`src/design/tzfl_pkg.sv`:
```
// Purpose: Constants for the trip flag latch block
// Assumes: APB, 32-bit data, one word per register
// Notes:   Register indices are word indices; byte address is index times four
//
// Function
// Summary bits 6..3 latch compare events B2, B1, A2, A1.
// Summary bit 2 sets on any one-shot trip source.
// Summary bit 1 sets on any cycle-by-cycle source, stays until cleared.
// Clearing bit 1 while a cycle trip persists sets it again at once.
// Cycle latch releases at counter zero only if no trip is present.
// Cycle latch releases only at the release point, whenever software cleared.
// Summary bit 0 sets when a trip generates the interrupt.
// No further interrupt pulses while the interrupt flag is set.
// Clearing interrupt flag with one-shot or cycle flag set pulses again.
// With every flag cleared no interrupt arises until a new trip.
// Cycle source register: sources in 5..0, A2 bit 6, B2 bit 7.
// One-shot source register: sources in 5..0, A1 bit 6, B1 bit 7.
// Flag registers read-only; cleared only through separate clear registers.
// Summary clear: write 1 clears, write 0 nothing, reads as 0. Here a read returns the release select field in bits 15..14.
// Two-bit field picks release: zero, period, either, never.
// Cycle source clear: write 1 clears matching source flag, 0 ignored.
// Trips raise the interrupt only when their enable bit is set.
// Interrupt output is one cycle, on the flag's 0 to 1 edge.

package tzfl_pkg;

  localparam int ADDR_W = 12;

  // Word indices
  localparam logic [9:0] IDX_TRIP_ENABLE   = 10'h08d;
  localparam logic [9:0] IDX_SOURCE_SELECT = 10'h090;
  localparam logic [9:0] IDX_SUMMARY_FLAGS = 10'h093;
  localparam logic [9:0] IDX_CYCLE_FLAGS   = 10'h094;
  localparam logic [9:0] IDX_SINGLE_FLAGS  = 10'h095;
  localparam logic [9:0] IDX_SUMMARY_CLEAR = 10'h097;
  localparam logic [9:0] IDX_CYCLE_CLEAR   = 10'h098;
  localparam logic [9:0] IDX_SINGLE_CLEAR  = 10'h099;

  // Summary flag layout
  localparam int SUM_INT  = 0;
  localparam int SUM_CBC  = 1;
  localparam int SUM_OST  = 2;
  localparam int SUM_DCA1 = 3;
  localparam int SUM_DCA2 = 4;
  localparam int SUM_DCB1 = 5;
  localparam int SUM_DCB2 = 6;
  localparam int SUM_W    = 7;

  // Per-source layout
  localparam int SRC_N    = 6;
  localparam int SRC_DCA  = 6;
  localparam int SRC_DCB  = 7;
  localparam int SRC_W    = 8;

  // Release select field in the summary clear register
  localparam int REL_LSB  = 14;
  localparam int REL_MSB  = 15;
  localparam logic [1:0] REL_ZERO   = 2'h0;
  localparam logic [1:0] REL_PERIOD = 2'h1;
  localparam logic [1:0] REL_EITHER = 2'h2;
  localparam logic [1:0] REL_NEVER  = 2'h3;

  // Source select layout
  localparam int SEL_DCA1_OST = 0;
  localparam int SEL_DCB1_OST = 1;
  localparam int SEL_DCA2_CBC = 2;
  localparam int SEL_DCB2_CBC = 3;
  localparam int SEL_W        = 4;

  // Reset values
  localparam logic [SUM_W-1:0] RST_ENABLE  = 7'h00;
  localparam logic [SEL_W-1:0] RST_SELECT  = 4'h0;
  localparam logic [1:0]       RST_RELEASE = 2'h0;
  localparam logic [31:0]      RST_RDATA   = 32'h0000_0000;

endpackage

```
`src/design/tzfl_sticky.sv`:
```
// Purpose: Vector of sticky flags, set wins over clear
// Assumes: Set and clear are one-cycle or level qualifiers
// Notes:   Frozen while clk_en is low

`timescale 1ns/100ps
`default_nettype none

module tzfl_sticky #(
  parameter int WIDTH = 8
) (
  input  wire logic             pclk,
  input  wire logic             presetn,
  input  wire logic             clk_en,
  input  wire logic [WIDTH-1:0] set_in,
  input  wire logic [WIDTH-1:0] clr_in,
  output logic      [WIDTH-1:0] flags
);

  genvar i;
  generate
    for (i = 0; i < WIDTH; i++) begin : g_bit
      always_ff @(posedge pclk or negedge presetn) begin
        if (!presetn) begin
          flags[i] <= 1'b0;
        end else if (clk_en) begin
          // An event in the clearing cycle is kept
          if (set_in[i]) begin
            flags[i] <= 1'b1;
          end else if (clr_in[i]) begin
            flags[i] <= 1'b0;
          end
        end
      end
    end
  endgenerate

endmodule

`default_nettype wire

```
`src/design/tzfl_top.sv`:
```
// Purpose: Trip flag latches with interrupt flag and APB register access
// Assumes: Trip inputs and counter events synchronous to pclk
// Notes:   Zero-wait APB; read data is registered in the setup cycle

`timescale 1ns/100ps
`default_nettype none

module tzfl_top
  import tzfl_pkg::*;
#(
  parameter int SOURCES = SRC_N
) (
  input  wire logic               pclk,
  input  wire logic               presetn,
  input  wire logic               clk_en,
  // APB slave
  input  wire logic               psel,
  input  wire logic               penable,
  input  wire logic               pwrite,
  input  wire logic [ADDR_W-1:0]  paddr,
  input  wire logic [31:0]        pwdata,
  output logic      [31:0]        prdata,
  output logic                    pready,
  output logic                    pslverr,
  // Trip sources, high while tripping
  input  wire logic [SOURCES-1:0] cycle_by_cycle_trip,
  input  wire logic [SOURCES-1:0] one_shot_trip,
  input  wire logic               compare_a_event_one,
  input  wire logic               compare_a_event_two,
  input  wire logic               compare_b_event_one,
  input  wire logic               compare_b_event_two,
  // Time-base counter events
  input  wire logic               ctr_zero,
  input  wire logic               ctr_period,
  // Results
  output logic                    trip_interrupt_pulse,
  output logic                    cycle_latch_active
);

  ////////////////////////////////////////////////////////////////////////////
  // Declarations

  logic [SUM_W-1:0]  trip_interrupt_enable;
  logic [SEL_W-1:0]  source_select;
  logic [1:0]        cycle_latch_release_select;
  logic              int_flag;
  logic [SUM_W-1:1]  sum_flags;
  logic [SRC_W-1:0]  cycle_trip_source_flags;
  logic [SRC_W-1:0]  single_trip_source_flags;
  logic [SUM_W-1:0]  trip_summary_flags;

  logic [SUM_W-1:1]  sum_set;
  logic [SUM_W-1:1]  sum_clr;
  logic [SRC_W-1:0]  cyc_set;
  logic [SRC_W-1:0]  cyc_clr;
  logic [SRC_W-1:0]  sgl_set;
  logic [SRC_W-1:0]  sgl_clr;

  logic [9:0]        word_idx;
  logic              setup;
  logic              access;
  logic              wr_en;
  logic              wr_summary_clr;
  logic              wr_cycle_clr;
  logic              wr_single_clr;
  logic              wr_enable;
  logic              wr_select;
  logic [31:0]       next_rdata;
  logic              next_err;

  logic              cycle_any;
  logic              single_any;
  logic              release_evt;
  logic              int_cause;
  logic              int_raise;

  ////////////////////////////////////////////////////////////////////////////
  // APB decode

  assign word_idx = paddr[ADDR_W-1:2];
  assign setup    = psel & ~penable;
  assign access   = psel & penable & pready;
  assign wr_en    = access & pwrite & ~pslverr;

  assign wr_summary_clr = wr_en & (word_idx == IDX_SUMMARY_CLEAR);
  assign wr_cycle_clr   = wr_en & (word_idx == IDX_CYCLE_CLEAR);
  assign wr_single_clr  = wr_en & (word_idx == IDX_SINGLE_CLEAR);
  assign wr_enable      = wr_en & (word_idx == IDX_TRIP_ENABLE);
  assign wr_select      = wr_en & (word_idx == IDX_SOURCE_SELECT);

  assign trip_summary_flags = {sum_flags, int_flag};

  // Read data is sampled in the setup cycle; flags changing during the
  // access cycle show on the next read.
  always_comb begin
    next_rdata = RST_RDATA;
    next_err   = 1'b0;
    case (word_idx)
      IDX_TRIP_ENABLE:   next_rdata[SUM_W-1:0] = trip_interrupt_enable;
      IDX_SOURCE_SELECT: next_rdata[SEL_W-1:0] = source_select;
      IDX_SUMMARY_FLAGS: next_rdata[SUM_W-1:0] = trip_summary_flags;
      IDX_CYCLE_FLAGS:   next_rdata[SRC_W-1:0] = cycle_trip_source_flags;
      IDX_SINGLE_FLAGS:  next_rdata[SRC_W-1:0] = single_trip_source_flags;
      IDX_SUMMARY_CLEAR: next_rdata[REL_MSB:REL_LSB] = cycle_latch_release_select;
      IDX_CYCLE_CLEAR:   next_rdata = RST_RDATA;
      IDX_SINGLE_CLEAR:  next_rdata = RST_RDATA;
      default:           next_err = 1'b1;
    endcase
  end

  always_ff @(posedge pclk or negedge presetn) begin
    if (!presetn) begin
      pready <= 1'b0;
    end else if (clk_en) begin
      pready <= setup;
    end
  end

  always_ff @(posedge pclk or negedge presetn) begin
    if (!presetn) begin
      prdata  <= RST_RDATA;
      pslverr <= 1'b0;
    end else if (clk_en) begin
      if (setup) begin
        prdata  <= pwrite ? RST_RDATA : next_rdata;
        pslverr <= next_err;
      end else if (!psel) begin
        pslverr <= 1'b0;
      end
    end
  end

  ////////////////////////////////////////////////////////////////////////////
  // Control registers

  always_ff @(posedge pclk or negedge presetn) begin
    if (!presetn) begin
      trip_interrupt_enable <= RST_ENABLE;
    end else if (clk_en && wr_enable) begin
      // Bit 0 reserved, reads zero
      trip_interrupt_enable <= {pwdata[SUM_W-1:1], 1'b0};
    end
  end

  always_ff @(posedge pclk or negedge presetn) begin
    if (!presetn) begin
      source_select <= RST_SELECT;
    end else if (clk_en && wr_select) begin
      source_select <= pwdata[SEL_W-1:0];
    end
  end

  always_ff @(posedge pclk or negedge presetn) begin
    if (!presetn) begin
      cycle_latch_release_select <= RST_RELEASE;
    end else if (clk_en && wr_summary_clr) begin
      cycle_latch_release_select <= pwdata[REL_MSB:REL_LSB];
    end
  end

  ////////////////////////////////////////////////////////////////////////////
  // Trip sources

  assign cycle_any  = (|cycle_by_cycle_trip)
                    | (compare_a_event_two & source_select[SEL_DCA2_CBC])
                    | (compare_b_event_two & source_select[SEL_DCB2_CBC]);
  assign single_any = (|one_shot_trip)
                    | (compare_a_event_one & source_select[SEL_DCA1_OST])
                    | (compare_b_event_one & source_select[SEL_DCB1_OST]);

  // Per-source cycle flags
  assign cyc_set = {compare_b_event_two & source_select[SEL_DCB2_CBC],
                    compare_a_event_two & source_select[SEL_DCA2_CBC],
                    cycle_by_cycle_trip};
  assign cyc_clr = wr_cycle_clr ? pwdata[SRC_W-1:0] : '0;

  // Per-source one-shot flags
  assign sgl_set = {compare_b_event_one & source_select[SEL_DCB1_OST],
                    compare_a_event_one & source_select[SEL_DCA1_OST],
                    one_shot_trip};
  assign sgl_clr = wr_single_clr ? pwdata[SRC_W-1:0] : '0;

  // Summary flags; bit 0 is handled with the interrupt
  always_comb begin
    sum_set           = '0;
    sum_set[SUM_CBC]  = cycle_any;
    sum_set[SUM_OST]  = single_any;
    sum_set[SUM_DCA1] = compare_a_event_one;
    sum_set[SUM_DCA2] = compare_a_event_two;
    sum_set[SUM_DCB1] = compare_b_event_one;
    sum_set[SUM_DCB2] = compare_b_event_two;
  end

  assign sum_clr = wr_summary_clr ? pwdata[SUM_W-1:1] : '0;

  tzfl_sticky #(
    .WIDTH (SUM_W-1)
  ) u_summary (
    .pclk    (pclk),
    .presetn (presetn),
    .clk_en  (clk_en),
    .set_in  (sum_set),
    .clr_in  (sum_clr),
    .flags   (sum_flags)
  );

  tzfl_sticky #(
    .WIDTH (SRC_W)
  ) u_cycle (
    .pclk    (pclk),
    .presetn (presetn),
    .clk_en  (clk_en),
    .set_in  (cyc_set),
    .clr_in  (cyc_clr),
    .flags   (cycle_trip_source_flags)
  );

  tzfl_sticky #(
    .WIDTH (SRC_W)
  ) u_single (
    .pclk    (pclk),
    .presetn (presetn),
    .clk_en  (clk_en),
    .set_in  (sgl_set),
    .clr_in  (sgl_clr),
    .flags   (single_trip_source_flags)
  );

  ////////////////////////////////////////////////////////////////////////////
  // Cycle-by-cycle trip latch

  always_comb begin
    case (cycle_latch_release_select)
      REL_ZERO:   release_evt = ctr_zero;
      REL_PERIOD: release_evt = ctr_period;
      REL_EITHER: release_evt = ctr_zero | ctr_period;
      REL_NEVER:  release_evt = 1'b0;
      default:    release_evt = 1'b0;
    endcase
  end

  // Clearing the flag does not release the latch; only the release point
  // does, and a trip still present at that point holds it.
  always_ff @(posedge pclk or negedge presetn) begin
    if (!presetn) begin
      cycle_latch_active <= 1'b0;
    end else if (clk_en) begin
      if (cycle_any) begin
        cycle_latch_active <= 1'b1;
      end else if (release_evt) begin
        cycle_latch_active <= 1'b0;
      end
    end
  end

  ////////////////////////////////////////////////////////////////////////////
  // Trip interrupt

  assign int_cause = |(sum_flags & trip_interrupt_enable[SUM_W-1:1]);
  assign int_raise = int_cause & ~int_flag;

  always_ff @(posedge pclk or negedge presetn) begin
    if (!presetn) begin
      int_flag <= 1'b0;
    end else if (clk_en) begin
      if (int_raise) begin
        int_flag <= 1'b1;
      end else if (wr_summary_clr && pwdata[SUM_INT]) begin
        int_flag <= 1'b0;
      end
    end
  end

  // Pulse only with the flag's rise, so a held flag gives no more pulses
  always_ff @(posedge pclk or negedge presetn) begin
    if (!presetn) begin
      trip_interrupt_pulse <= 1'b0;
    end else if (clk_en) begin
      // Frozen with the rest of the state while clk_en is low
      trip_interrupt_pulse <= int_raise;
    end
  end

endmodule

`default_nettype wire

```
`config.mk`:
```
export PLATFORM = sky130hd
export DESIGN_NAME = tzfl_top
export DESIGN_NICKNAME = d
export VERILOG_FILES = /design/src/design/tzfl_pkg.sv /design/src/design/tzfl_sticky.sv /design/src/design/tzfl_top.sv
export SDC_FILE = /design/constraint.sdc
export NUM_CORES = 1
export LEC_CHECK = 0
export ABC_AREA = 1
export ABC_CLOCK_PERIOD_IN_PS = 1640
export BUFFER_PORTS_ARGS = -buffer_cell sky130_fd_sc_hd__buf_2
export CAP_MARGIN = 15
export CORE_MARGIN = 10
export CORE_UTILIZATION = 50
export DETAILED_ROUTE_END_ITERATION = 7
export PLACE_DENSITY = 0.77
export SYNTH_ARGS = -nofsm -noshare
export SYNTH_HDL_FRONTEND = slang
export SYNTH_SLANG_ARGS = --single-unit
```
`constraint.sdc`:
```
create_clock -name pclk -period 1.64 [get_ports pclk]
set_clock_uncertainty 0.2 [all_clocks]
set_input_delay 0.328 -clock pclk [delete_from_list [all_inputs] [get_ports pclk]]
set_output_delay 0.328 -clock pclk [all_outputs]
set_load 0.05 [all_outputs]
```
==> results of run 1 <==
[layout make-up]
class,count,area (um2)
timing repair buffer,81,509
fill,514,2160
sequential,49,1230
inverter,36,135
clock buffer,7,76.3
tap,72,90.1
multi-input combinational,267,1400
clock inverter,1,7.51
[tightest hold or removal path, delay by kind of cell]
family	cells	cell delay, ps
simple gates	2	90
buf+inv	1	90
[path summary, 6_finish.rpt]
| kind | from | to | slack [ps] | depth (start not counted) |
|---|---|---|---|---|
| worst min-delay path | one_shot_trip[2] | u_single.flags[2]$_DFFE_PN0P_ | 30 | 3 |
| worst max register to register | pslverr$_DFFE_PN0P_ | u_single.flags[7]$_DFFE_PN0P_ | 110 | 7 |
| max in group asynchronous | presetn | pready$_DFFE_PN0P_ | 660 | 3 |
| worst min register to register | prdata[3]$_DFFE_PN0P_ | prdata[3]$_DFFE_PN0P_ | 280 | 2 |
| worst max-delay path | pslverr$_DFFE_PN0P_ | u_single.flags[7]$_DFFE_PN0P_ | 110 | 7 |
| min in group asynchronous | presetn | trip_interrupt_enable[3]$_DFFE_PN0P_ | 340 | 3 |
[power by group through the flow]
stage	sequential, uW	clock, uW	combinational, uW
after CTS	1220	719	374
after global placement	1240	0	366
after floorplan	1260	0	260
after detailed placement	1240	0	371
final	1220	711	377
after global routing	1220	769	408
[stage by stage]
stage	power, uW	cells	cell area [um2]
after floorplan	1520	385	3010
after global placement	1610	504	3350
after detailed placement	1620	504	3350
after CTS	2310	513	3440
after global routing	2400	513	3450
final	2310	513	3450
[registers in the layout (all words and copies together) (netlist names)]
register	cells
cycle_latch_active	1
cycle_latch_release_select	2
int_flag	1
prdata	10
pready	1
pslverr	1
source_select	4
trip_interrupt_enable	6
trip_interrupt_pulse	1
u_cycle.flags	8
u_single.flags	8
u_summary.flags	6
[synth_stat cells]
cell type	instances	area, um2
nand3_2	5	50.1
or2_4	1	8.76
inv_2	3	11.3
nand3_1	39	195
nor2_2	2	12.5
nand2_2	1	6.26
dfrtp_1	49	1230
o21ai_0	18	90.1
o31ai_1	3	22.5
nand2_1	119	447
conb_1	1	3.75
nand2_4	2	22.5
a32oi_1	1	8.76
nor3_1	1	5.00
a22o_1	3	26.3
nand4_1	7	43.8
a21oi_1	4	20.0
o21ai_2	12	105
o21ai_1	4	20.0
nor3_2	1	10.0
clkbuf_1	1	3.75
buf_4	25	188
nor4_1	1	6.26
nor2_1	7	26.3
buf_2	3	15.0
nor2_4	9	101
inv_1	33	124
nand3_4	2	35.0
nor2_8	2	40.0
buf_6	4	45.0
o21bai_1	1	7.51
[routing by layer]
layer / GRT usage [%] / up-vias / share of wire, %
met5: 0 / - / 0
met1: 21.7 / 1254 / 43
met2: 28.5 / 117 / 46
met4: 7.75 / 0 / 2.1
met3: 4.32 / 18 / 9.4
li1: - / 1279 / -
[cell families after synthesis]
family / share of synthesized area (%)
simple gates: 34.5
buf+inv: 13.2
flops: 41.9
compound gates: 10.3
other cells: 0.128
[layout by cell type (no fill, tap or decap), types with 5 or more instances in the layout]
cell type  count
nand2_1      118
buf_2         57
dfrtp_1       47
nand3_1       39
inv_1         32
conb_1        22
buf_4         19
o21ai_0       18
o21ai_2       13
nor2_4        10
nor2_1         7
nand4_1        7
nand3_2        5
clkbuf_8       5
[what timing repair did]
| action | in CTS | in global routing |
|---|---|---|
| endpoints found under the hold margin | 49 | 0 |
| endpoints found under the setup margin | 0 | 5 |
| resized for setup | 0 | 3 |
| hold buffers | 1 | 0 |
==> flow_metrics.tcl, run 1 <==
set metrics [dict create \
    slew_viol_final 0 \
    htreeDepth 2 \
    switching_share_pct 30.4 \
    crit_arrival_ps 1540 \
    die_w_um 96.5 \
    yosysSeqAreaShare_pct 41.9 \
    power_frac_comb_pct 16.3 \
    vdd_drop_max_uv 457 \
    antenna_found_initial 0 \
    synth_cells 364 \
    max_freq_mhz 652 \
    viasPerCell 5.20 \
    start_util_pct 52.2 \
    final-hold-violation-count 0 \
    crit_type "reg2reg" \
    finalWorstSetupSlack_ps 105 \
    p_leak_uw 0.00182 \
    clock_power_share_pct 30.8 \
    io_pins 104 \
    cap_violations 0 \
    portBuffers 57 \
    dieArea_mm2 0.00931 \
    worstSkewPairLatency_ps 310 \
    fin_crit_ps 1530 \
    antenna_cells 0 \
    hp-class "in2reg" \
    rsz0062_at_grt "false" \
    startpoint_type "flop" \
    pwr_density_cell_mw_per_mm2 669 \
    wire_per_inst_um 15.5 \
    syn_area_per_cell_um2 8.04 \
    synth_area_mm2 0.00293 \
    post-route-util_pct 61.5 \
    firstDrtPassIters 4 \
    cp.required_ps 1640 \
    grt_use_total_pct 17.6 \
    grt_pass1_wl_um 12900 \
    final_antenna_net_count 0 \
    clockRootBuffer "clkbuf_8" \
    wirelength_um 7950 \
    ys_types 31 \
    clkSinkCount 49 \
    cts_tree "yes" \
    endpoint_kind "flop" \
    cp_num_buf_inv 1 \
    area_growth_pct 17.9 \
    grt_pass1_vias 2720 \
    place_ws_ps -54.9 \
    cts_buffers 5 \
    drc 0 \
    post-route-period-util_pct 93.6 \
    grt_max_degree 50 \
    clk_pin_slew_ps 90 \
    p_int_uw 1610 \
    finalNetCount 508 \
    max_stage_delay_ps 440 \
    crit_top_cell "nor2_4" \
    first_iter_violations 139 \
    grt_overflow 0 \
    worstPathCellList "nor2_4, nand3_4, buf_6, nor2_4, nand3_2, nand2_2, o21ai_2" \
    setup_viol 0 \
    row_count 27 \
    crit_fanout 7 \
    whs_ps 31.3 \
    synth_seq_cells 49 \
    gp_congestion 0.941 \
    core_mm2 0.00561 \
    status "complete, no violations" \
    postCtsSetupRepairBufs 0 \
    critPathSlowestCell "dfrtp_2" \
    vias 2668 \
    drive_gt1_share_pct 29.7 \
    dp.final_hpwl_um 6310 \
    crit_family "simple AND/OR/NAND/NOR gates" \
    cts_max_path_buffers 2 \
    fin_tns_setup_ps 0 \
    sequentialPowerShare_pct 52.8 \
    p_switching_uw 701 \
    ys_warn_count 0 \
    die_y_um 96.5 \
]
Power figures use the tool's default switching activity.
==> run 2, diff against run 1 <==
- ABC_AREA: 1 -> 0
- CORE_UTILIZATION: 50 -> 49
==> flow_metrics.tcl, run 2 <==
set metrics [dict create \
    status "complete, but fails checks" \
    violations "negative setup slack" \
    ys.flop_type "dfrtp_1" \
    dp.final_hpwl_um 6790 \
    row_count 27 \
    worstSkewPairLatency_ps 310 \
    post-route-util_pct 68.2 \
    crit_arrival_ps 1740 \
    synth.most_common_cell "dfrtp_1" \
    dr_wl_met2_um 4210 \
    synth_area_leaders "dfrtp_1 45%, buf_4 6.3%, a22o_1 5.7%, mux2_2 5.7%, nand3_1 5.7%" \
    clkSinkCount 49 \
    cts_buffers 5 \
    max_stage_delay_ps 410 \
    largest_reg_flops 10 \
    final_antenna_net_count 0 \
    vdd_drop_max_uv 694 \
    cts_tree "yes" \
    crit_fanout 9 \
    syn_area_per_cell_um2 10.1 \
    slew_viol_final 0 \
    gp_congestion 0.945 \
    rsz0062_at_grt "true" \
    critPathSlowestCell "dfrtp_2" \
    vias 2589 \
    ys_async_sr_fraction_pct 100 \
    synth_edf_count 0 \
    hp-class "in2reg" \
    synth_area_mm2 0.00274 \
    start_util_pct 50.1 \
    regMostFlops "prdata" \
    portBuffers 57 \
    postLayoutCellArea_mm2 0.00373 \
    pwr_density_cell_mw_per_mm2 649 \
    yosysSeqAreaShare_pct 44.7 \
    synth_cells 272 \
    min_to "u_single.flags[2]$_DFFE_PN0P_" \
    grt_pass1_vias 2646 \
    htreeDepth 2 \
    fin_crit_ps 1750 \
    worstPathCellList "nand4b_1, buf_6, nor4_4, buf_6, nand2_4, mux2_2" \
    finalNetCount 441 \
    antenna_cells 0 \
    die_w_um 94.8 \
    die_y_um 94.8 \
    ff2ff_path_depth 6 \
    clockRootBuffer "clkbuf_8" \
    ys_types 44 \
    worst_r2r_startpoint "pslverr$_DFFE_PN0P_" \
    startpoint_type "flop" \
    grt_use_total_pct 19.1 \
    whs_path_depth 2 \
    grt_overflow 0 \
    ys_warn_count 0 \
    wirelength_um 8770 \
    r2r_setup_slack_ps -110 \
    drive_gt1_share_pct 45.5 \
    clk_pin_slew_ps 100 \
    max_freq_mhz 572 \
    drc 0 \
    synth_area_leader_cell "dfrtp_1" \
    firstDrtPassIters 5 \
    place_area_mm2 0.00342 \
    wire_per_inst_um 19.7 \
    cap_violations 0 \
    final_cell_mix "55 x buf_2, 47 x dfrtp_1, 40 x buf_4" \
    first_iter_violations 204 \
    final-hold-violation-count 0 \
    endpoint_kind "flop" \
    wl_met3_um 868 \
    viasPerCell 5.80 \
    wl_met1_um 3520 \
    dieArea_mm2 0.00899 \
    r2r_end "source_select[0]$_DFFE_PN0P_" \
    area_growth_pct 36.1 \
    io_pins 104 \
    p_leak_uw 0.00179 \
    cp.required_ps 1630 \
    post-route-period-util_pct 107 \
    highest_layer "met4" \
    min-delay-start "one_shot_trip[2]" \
    cts_max_path_buffers 2 \
    netlist.area_leader.share_pct 44.7 \
    fin_tns_setup_ps -1240 \
    finalWorstSetupSlack_ps -108 \
    reg_top3 "prdata x10, u_cycle.flags x8, u_single.flags x8" \
    antenna_found_initial 0 \
    synth_seq_cells 49 \
    grt_max_degree 50 \
    grt_pass1_wl_um 13400 \
    power_uw 2420 \
    crit_top_cell "buf_6" \
    final_common_cell "buf_2" \
    setup_viol 26 \
    synth_common_cells "49 x dfrtp_1, 31 x nand3_1, 24 x nand2_1" \
    crit_type "reg2reg" \
    core_mm2 0.00547 \
]
## run 2: cell count changes after synthesis, sizes merged, moves of 6 or more
cell	delta
nand3b	+7
mux2	+14
o21ai	-24
nor2	-10
nand3	-15
nand2	-96
a22o	+15
nor4	+6
a22oi	+7
inv	-28
## run 2: cell type report
cell class                 instances  area [um2]
clock buffer                       6        72.6
multi-input combinational        201        1540
timing repair buffer             108         756
clock inverter                     2        13.8
inverter                           8        30.0
sequential                        49        1230
tap                               72        90.1
fill                             440        1740
## run 2: kinds of logic (layout without fill, tap and decap cells)
logic type,after synthesis,in the layout,share of synthesized area [%]
AO/OA/AOI/OAI,60,60,16.8
AND/OR/NAND/NOR,101,101,21.4
flip-flops,49,49,44.7
multiplexers,18,18,7.21
other,1,22,0.137
buffers and inverters,43,124,9.76
## run 2: metal layers
metal  global-route usage, %  vias to the layer above
met5                       0                        -
li1                        -                     1173
met4                    5.49                        0
met2                    31.9                      138
met3                    5.79                       18
met1                    23.2                     1260
## run 2: power by group
| group | total [uW] | internal, uW | switching (uW) | leakage, uW |
|---|---|---|---|---|
| clock | 730 | 305 | 425 | 0.0000456 |
| sequential | 1220 | 1210 | 3.51 | 0.000577 |
| combinational | 474 | 149 | 326 | 0.00117 |
## run 2: worst max-delay path: cells and delay by family (launching register included)
kind                   cells  cell delay [ps]
buffers and inverters      2              350
DFF                        1              410
muxes                      1              270
and+or+nand+nor            3              400
## run 2: worst max path at each step
stage / from / to / slack [ps]
after detailed placement: paddr[11] / source_select[3]$_DFFE_PN0P_ / -500
after floorplan: paddr[11] / source_select[0]$_DFFE_PN0P_ / -350
after CTS: pslverr$_DFFE_PN0P_ / source_select[0]$_DFFE_PN0P_ / -100
final: pslverr$_DFFE_PN0P_ / source_select[0]$_DFFE_PN0P_ / -110
after global routing: pslverr$_DFFE_PN0P_ / source_select[0]$_DFFE_PN0P_ / -160
after global placement: paddr[11] / source_select[2]$_DFFE_PN0P_ / -430
## run 2: what timing repair did
action / CTS / global route
gates cloned: 0 / 1
pin swaps: 0 / 20
endpoints found under the setup margin: 35 / 40
hold endpoints to repair: 49 / 0
setup buffers: 0 / 2
hold buffers: 1 / 0
resized for setup: 5 / 33
## run 2: stage by stage
stage | cells | worst slack (ps) | hold WS [ps]
after global routing | 446 | -158 | 30.1
after CTS | 443 | -103 | 41.8
after detailed placement | 434 | -498 | 132
after floorplan | 293 | -349 | -168
final | 446 | -108 | 50.0
after global placement | 434 | -426 | 129
==> run 3, diff against run 2 <==
- ABC_CLOCK_PERIOD_IN_PS: 1640 -> 2100
- CORE_UTILIZATION: 49 -> 53
- PLACE_DENSITY: 0.77 -> 0.82
- clock period: 1.64 -> 2.1 ns (I/O delays scaled with it)
==> flow_metrics.tcl, run 3 (synthesis gave the netlist of run 2 again) <==
set metrics [dict create \
    max_freq_mhz 522 \
    instances_no_fill 422 \
    largest_reg_flops 10 \
    portBuffers 57 \
    wire_per_inst_um 18.9 \
    first_iter_violations 229 \
    fillers 445 \
    dp.final_hpwl_um 6240 \
    gp_congestion 0.908 \
    final_antenna_net_count 0 \
    regMostFlops "prdata" \
    clk_pin_slew_ps 90 \
    htreeDepth 2 \
    hp-class "in2reg" \
    place_ws_ps -86.0 \
    startpoint_type "flop" \
    crit_arrival_ps 1960 \
    vias 2495 \
    core_mm2 0.00507 \
    post_cts_resized 0 \
    clkSinkCount 49 \
    worstSkewPairLatency_ps 310 \
    grt_pass1_vias 2597 \
    final_common_cell "buf_2" \
    slew_viol_final 0 \
    cts_buffers 5 \
    dp_cells 413 \
    whs_path_depth 2 \
    rsz0062_at_grt "false" \
    p_leak_uw 0.00161 \
    status "complete, no violations" \
    multi_input_area_mm2 0.00133 \
    reg_top3 "prdata x10, u_cycle.flags x8, u_single.flags x8" \
    p_switching_uw 564 \
    final-hold-violation-count 0 \
    die_y_um 91.9 \
    seqCellArea_mm2 0.00123 \
    pwr_density_cell_mw_per_mm2 563 \
    grt_pass1_wl_um 13200 \
    start_util_pct 54.0 \
    antenna_cells 0 \
    sequentialPowerShare_pct 51.1 \
    crit_fanout 4 \
    die_w_um 91.9 \
    clockRootBuffer "clkbuf_8" \
    vdd_drop_max_uv 459 \
    cap_violations 0 \
    area_growth_pct 20.4 \
    power_frac_comb_pct 16.6 \
    io_pins 104 \
    setup_viol 0 \
    clock_power_share_pct 32.2 \
    drive_gt1_share_pct 33.0 \
    dieArea_mm2 0.00845 \
    grt_max_degree 50 \
    whs_ps 141 \
    fin_crit_ps 1920 \
    viasPerCell 5.91 \
    power_uw 1860 \
    cts_max_path_buffers 2 \
    switching_share_pct 30.3 \
    antenna_found_initial 0 \
    wirelength_um 7980 \
    cts_tree "yes" \
    firstDrtPassIters 5 \
    finalNetCount 419 \
    post-route-period-util_pct 91.3 \
    grt_overflow 0 \
    row_count 26 \
    cp.required_ps 2140 \
    finalWorstSetupSlack_ps 183 \
    post-route-util_pct 65.1 \
    p_int_uw 1300 \
    final_cell_mix "57 x buf_2, 49 x dfrtp_1, 31 x nand3_1" \
    grt_use_total_pct 18.9 \
    ff2ff_path_depth 4 \
    drc 0 \
    crit_type "reg2reg" \
    endpoint_kind "flop" \
]
run 3: timing repair:
action,4_1_cts,5_1_grt
endpoints found under the hold margin,49,0
endpoints found under the setup margin,0,0
hold buffers,1,0
buffers inserted,0,0
run 3: power by group through the flow:
stage	Combinational [uW]	Sequential (uW)	Clock [uW]
after floorplan	193	988	0
after global placement	302	971	0
after detailed placement	303	971	0
after CTS	305	952	598
after global routing	331	953	641
final	309	952	600
run 3: area by class of cell:
type / instances / area share (%)
Timing Repair Buffer: 86 / 16.1
Sequential cell: 49 / 37.1
Tap cell: 70 / 2.65
Clock inverter: 2 / 0.417
Inverter: 8 / 0.909
Clock buffer: 6 / 2.50
Multi-Input combinational cell: 201 / 40.3
run 3: through the flow:
| stage | area [um2] | setup TNS, ps |
|---|---|---|
| after detailed placement | 3200 | -1490 |
| after CTS | 3300 | 0 |
| after global placement | 3200 | -1100 |
| after global routing | 3300 | 0 |
| after floorplan | 2830 | 0 |
| final | 3300 | 0 |
run 3: worst paths after layout:
| path | from | end | slack (ps) |
|---|---|---|---|
| setup / recovery | source_select[1]$_DFFE_PN0P_ | prdata[1]$_DFFE_PN0P_ | 180 |
| hold / removal | pwdata[15] | cycle_latch_release_select[1]$_DFFE_PN0P_ | 140 |
| setup reg to reg | source_select[1]$_DFFE_PN0P_ | prdata[1]$_DFFE_PN0P_ | 180 |
| hold reg to reg | prdata[14]$_DFFE_PN0P_ | prdata[14]$_DFFE_PN0P_ | 270 |
| max in group asynchronous | presetn | pready$_DFFE_PN0P_ | 1060 |
| min in group asynchronous | presetn | u_cycle.flags[2]$_DFFE_PN0P_ | 410 |
run 3: layer usage:
layer	routed length (um)	GRT usage [%]	vias to the layer above
met5	0	0	-
met4	106	5.01	0
met3	745	5.13	11
met2	3710	30.2	135
met1	3420	24.8	1219
li1	-	-	1130
run 3: critical path, cell delays in order, from the launching register on:
cell,delay (ps)
dfrtp_1,420
or3b_2,470
a2111oi_0,470
o211ai_1,170
nand3_1,130
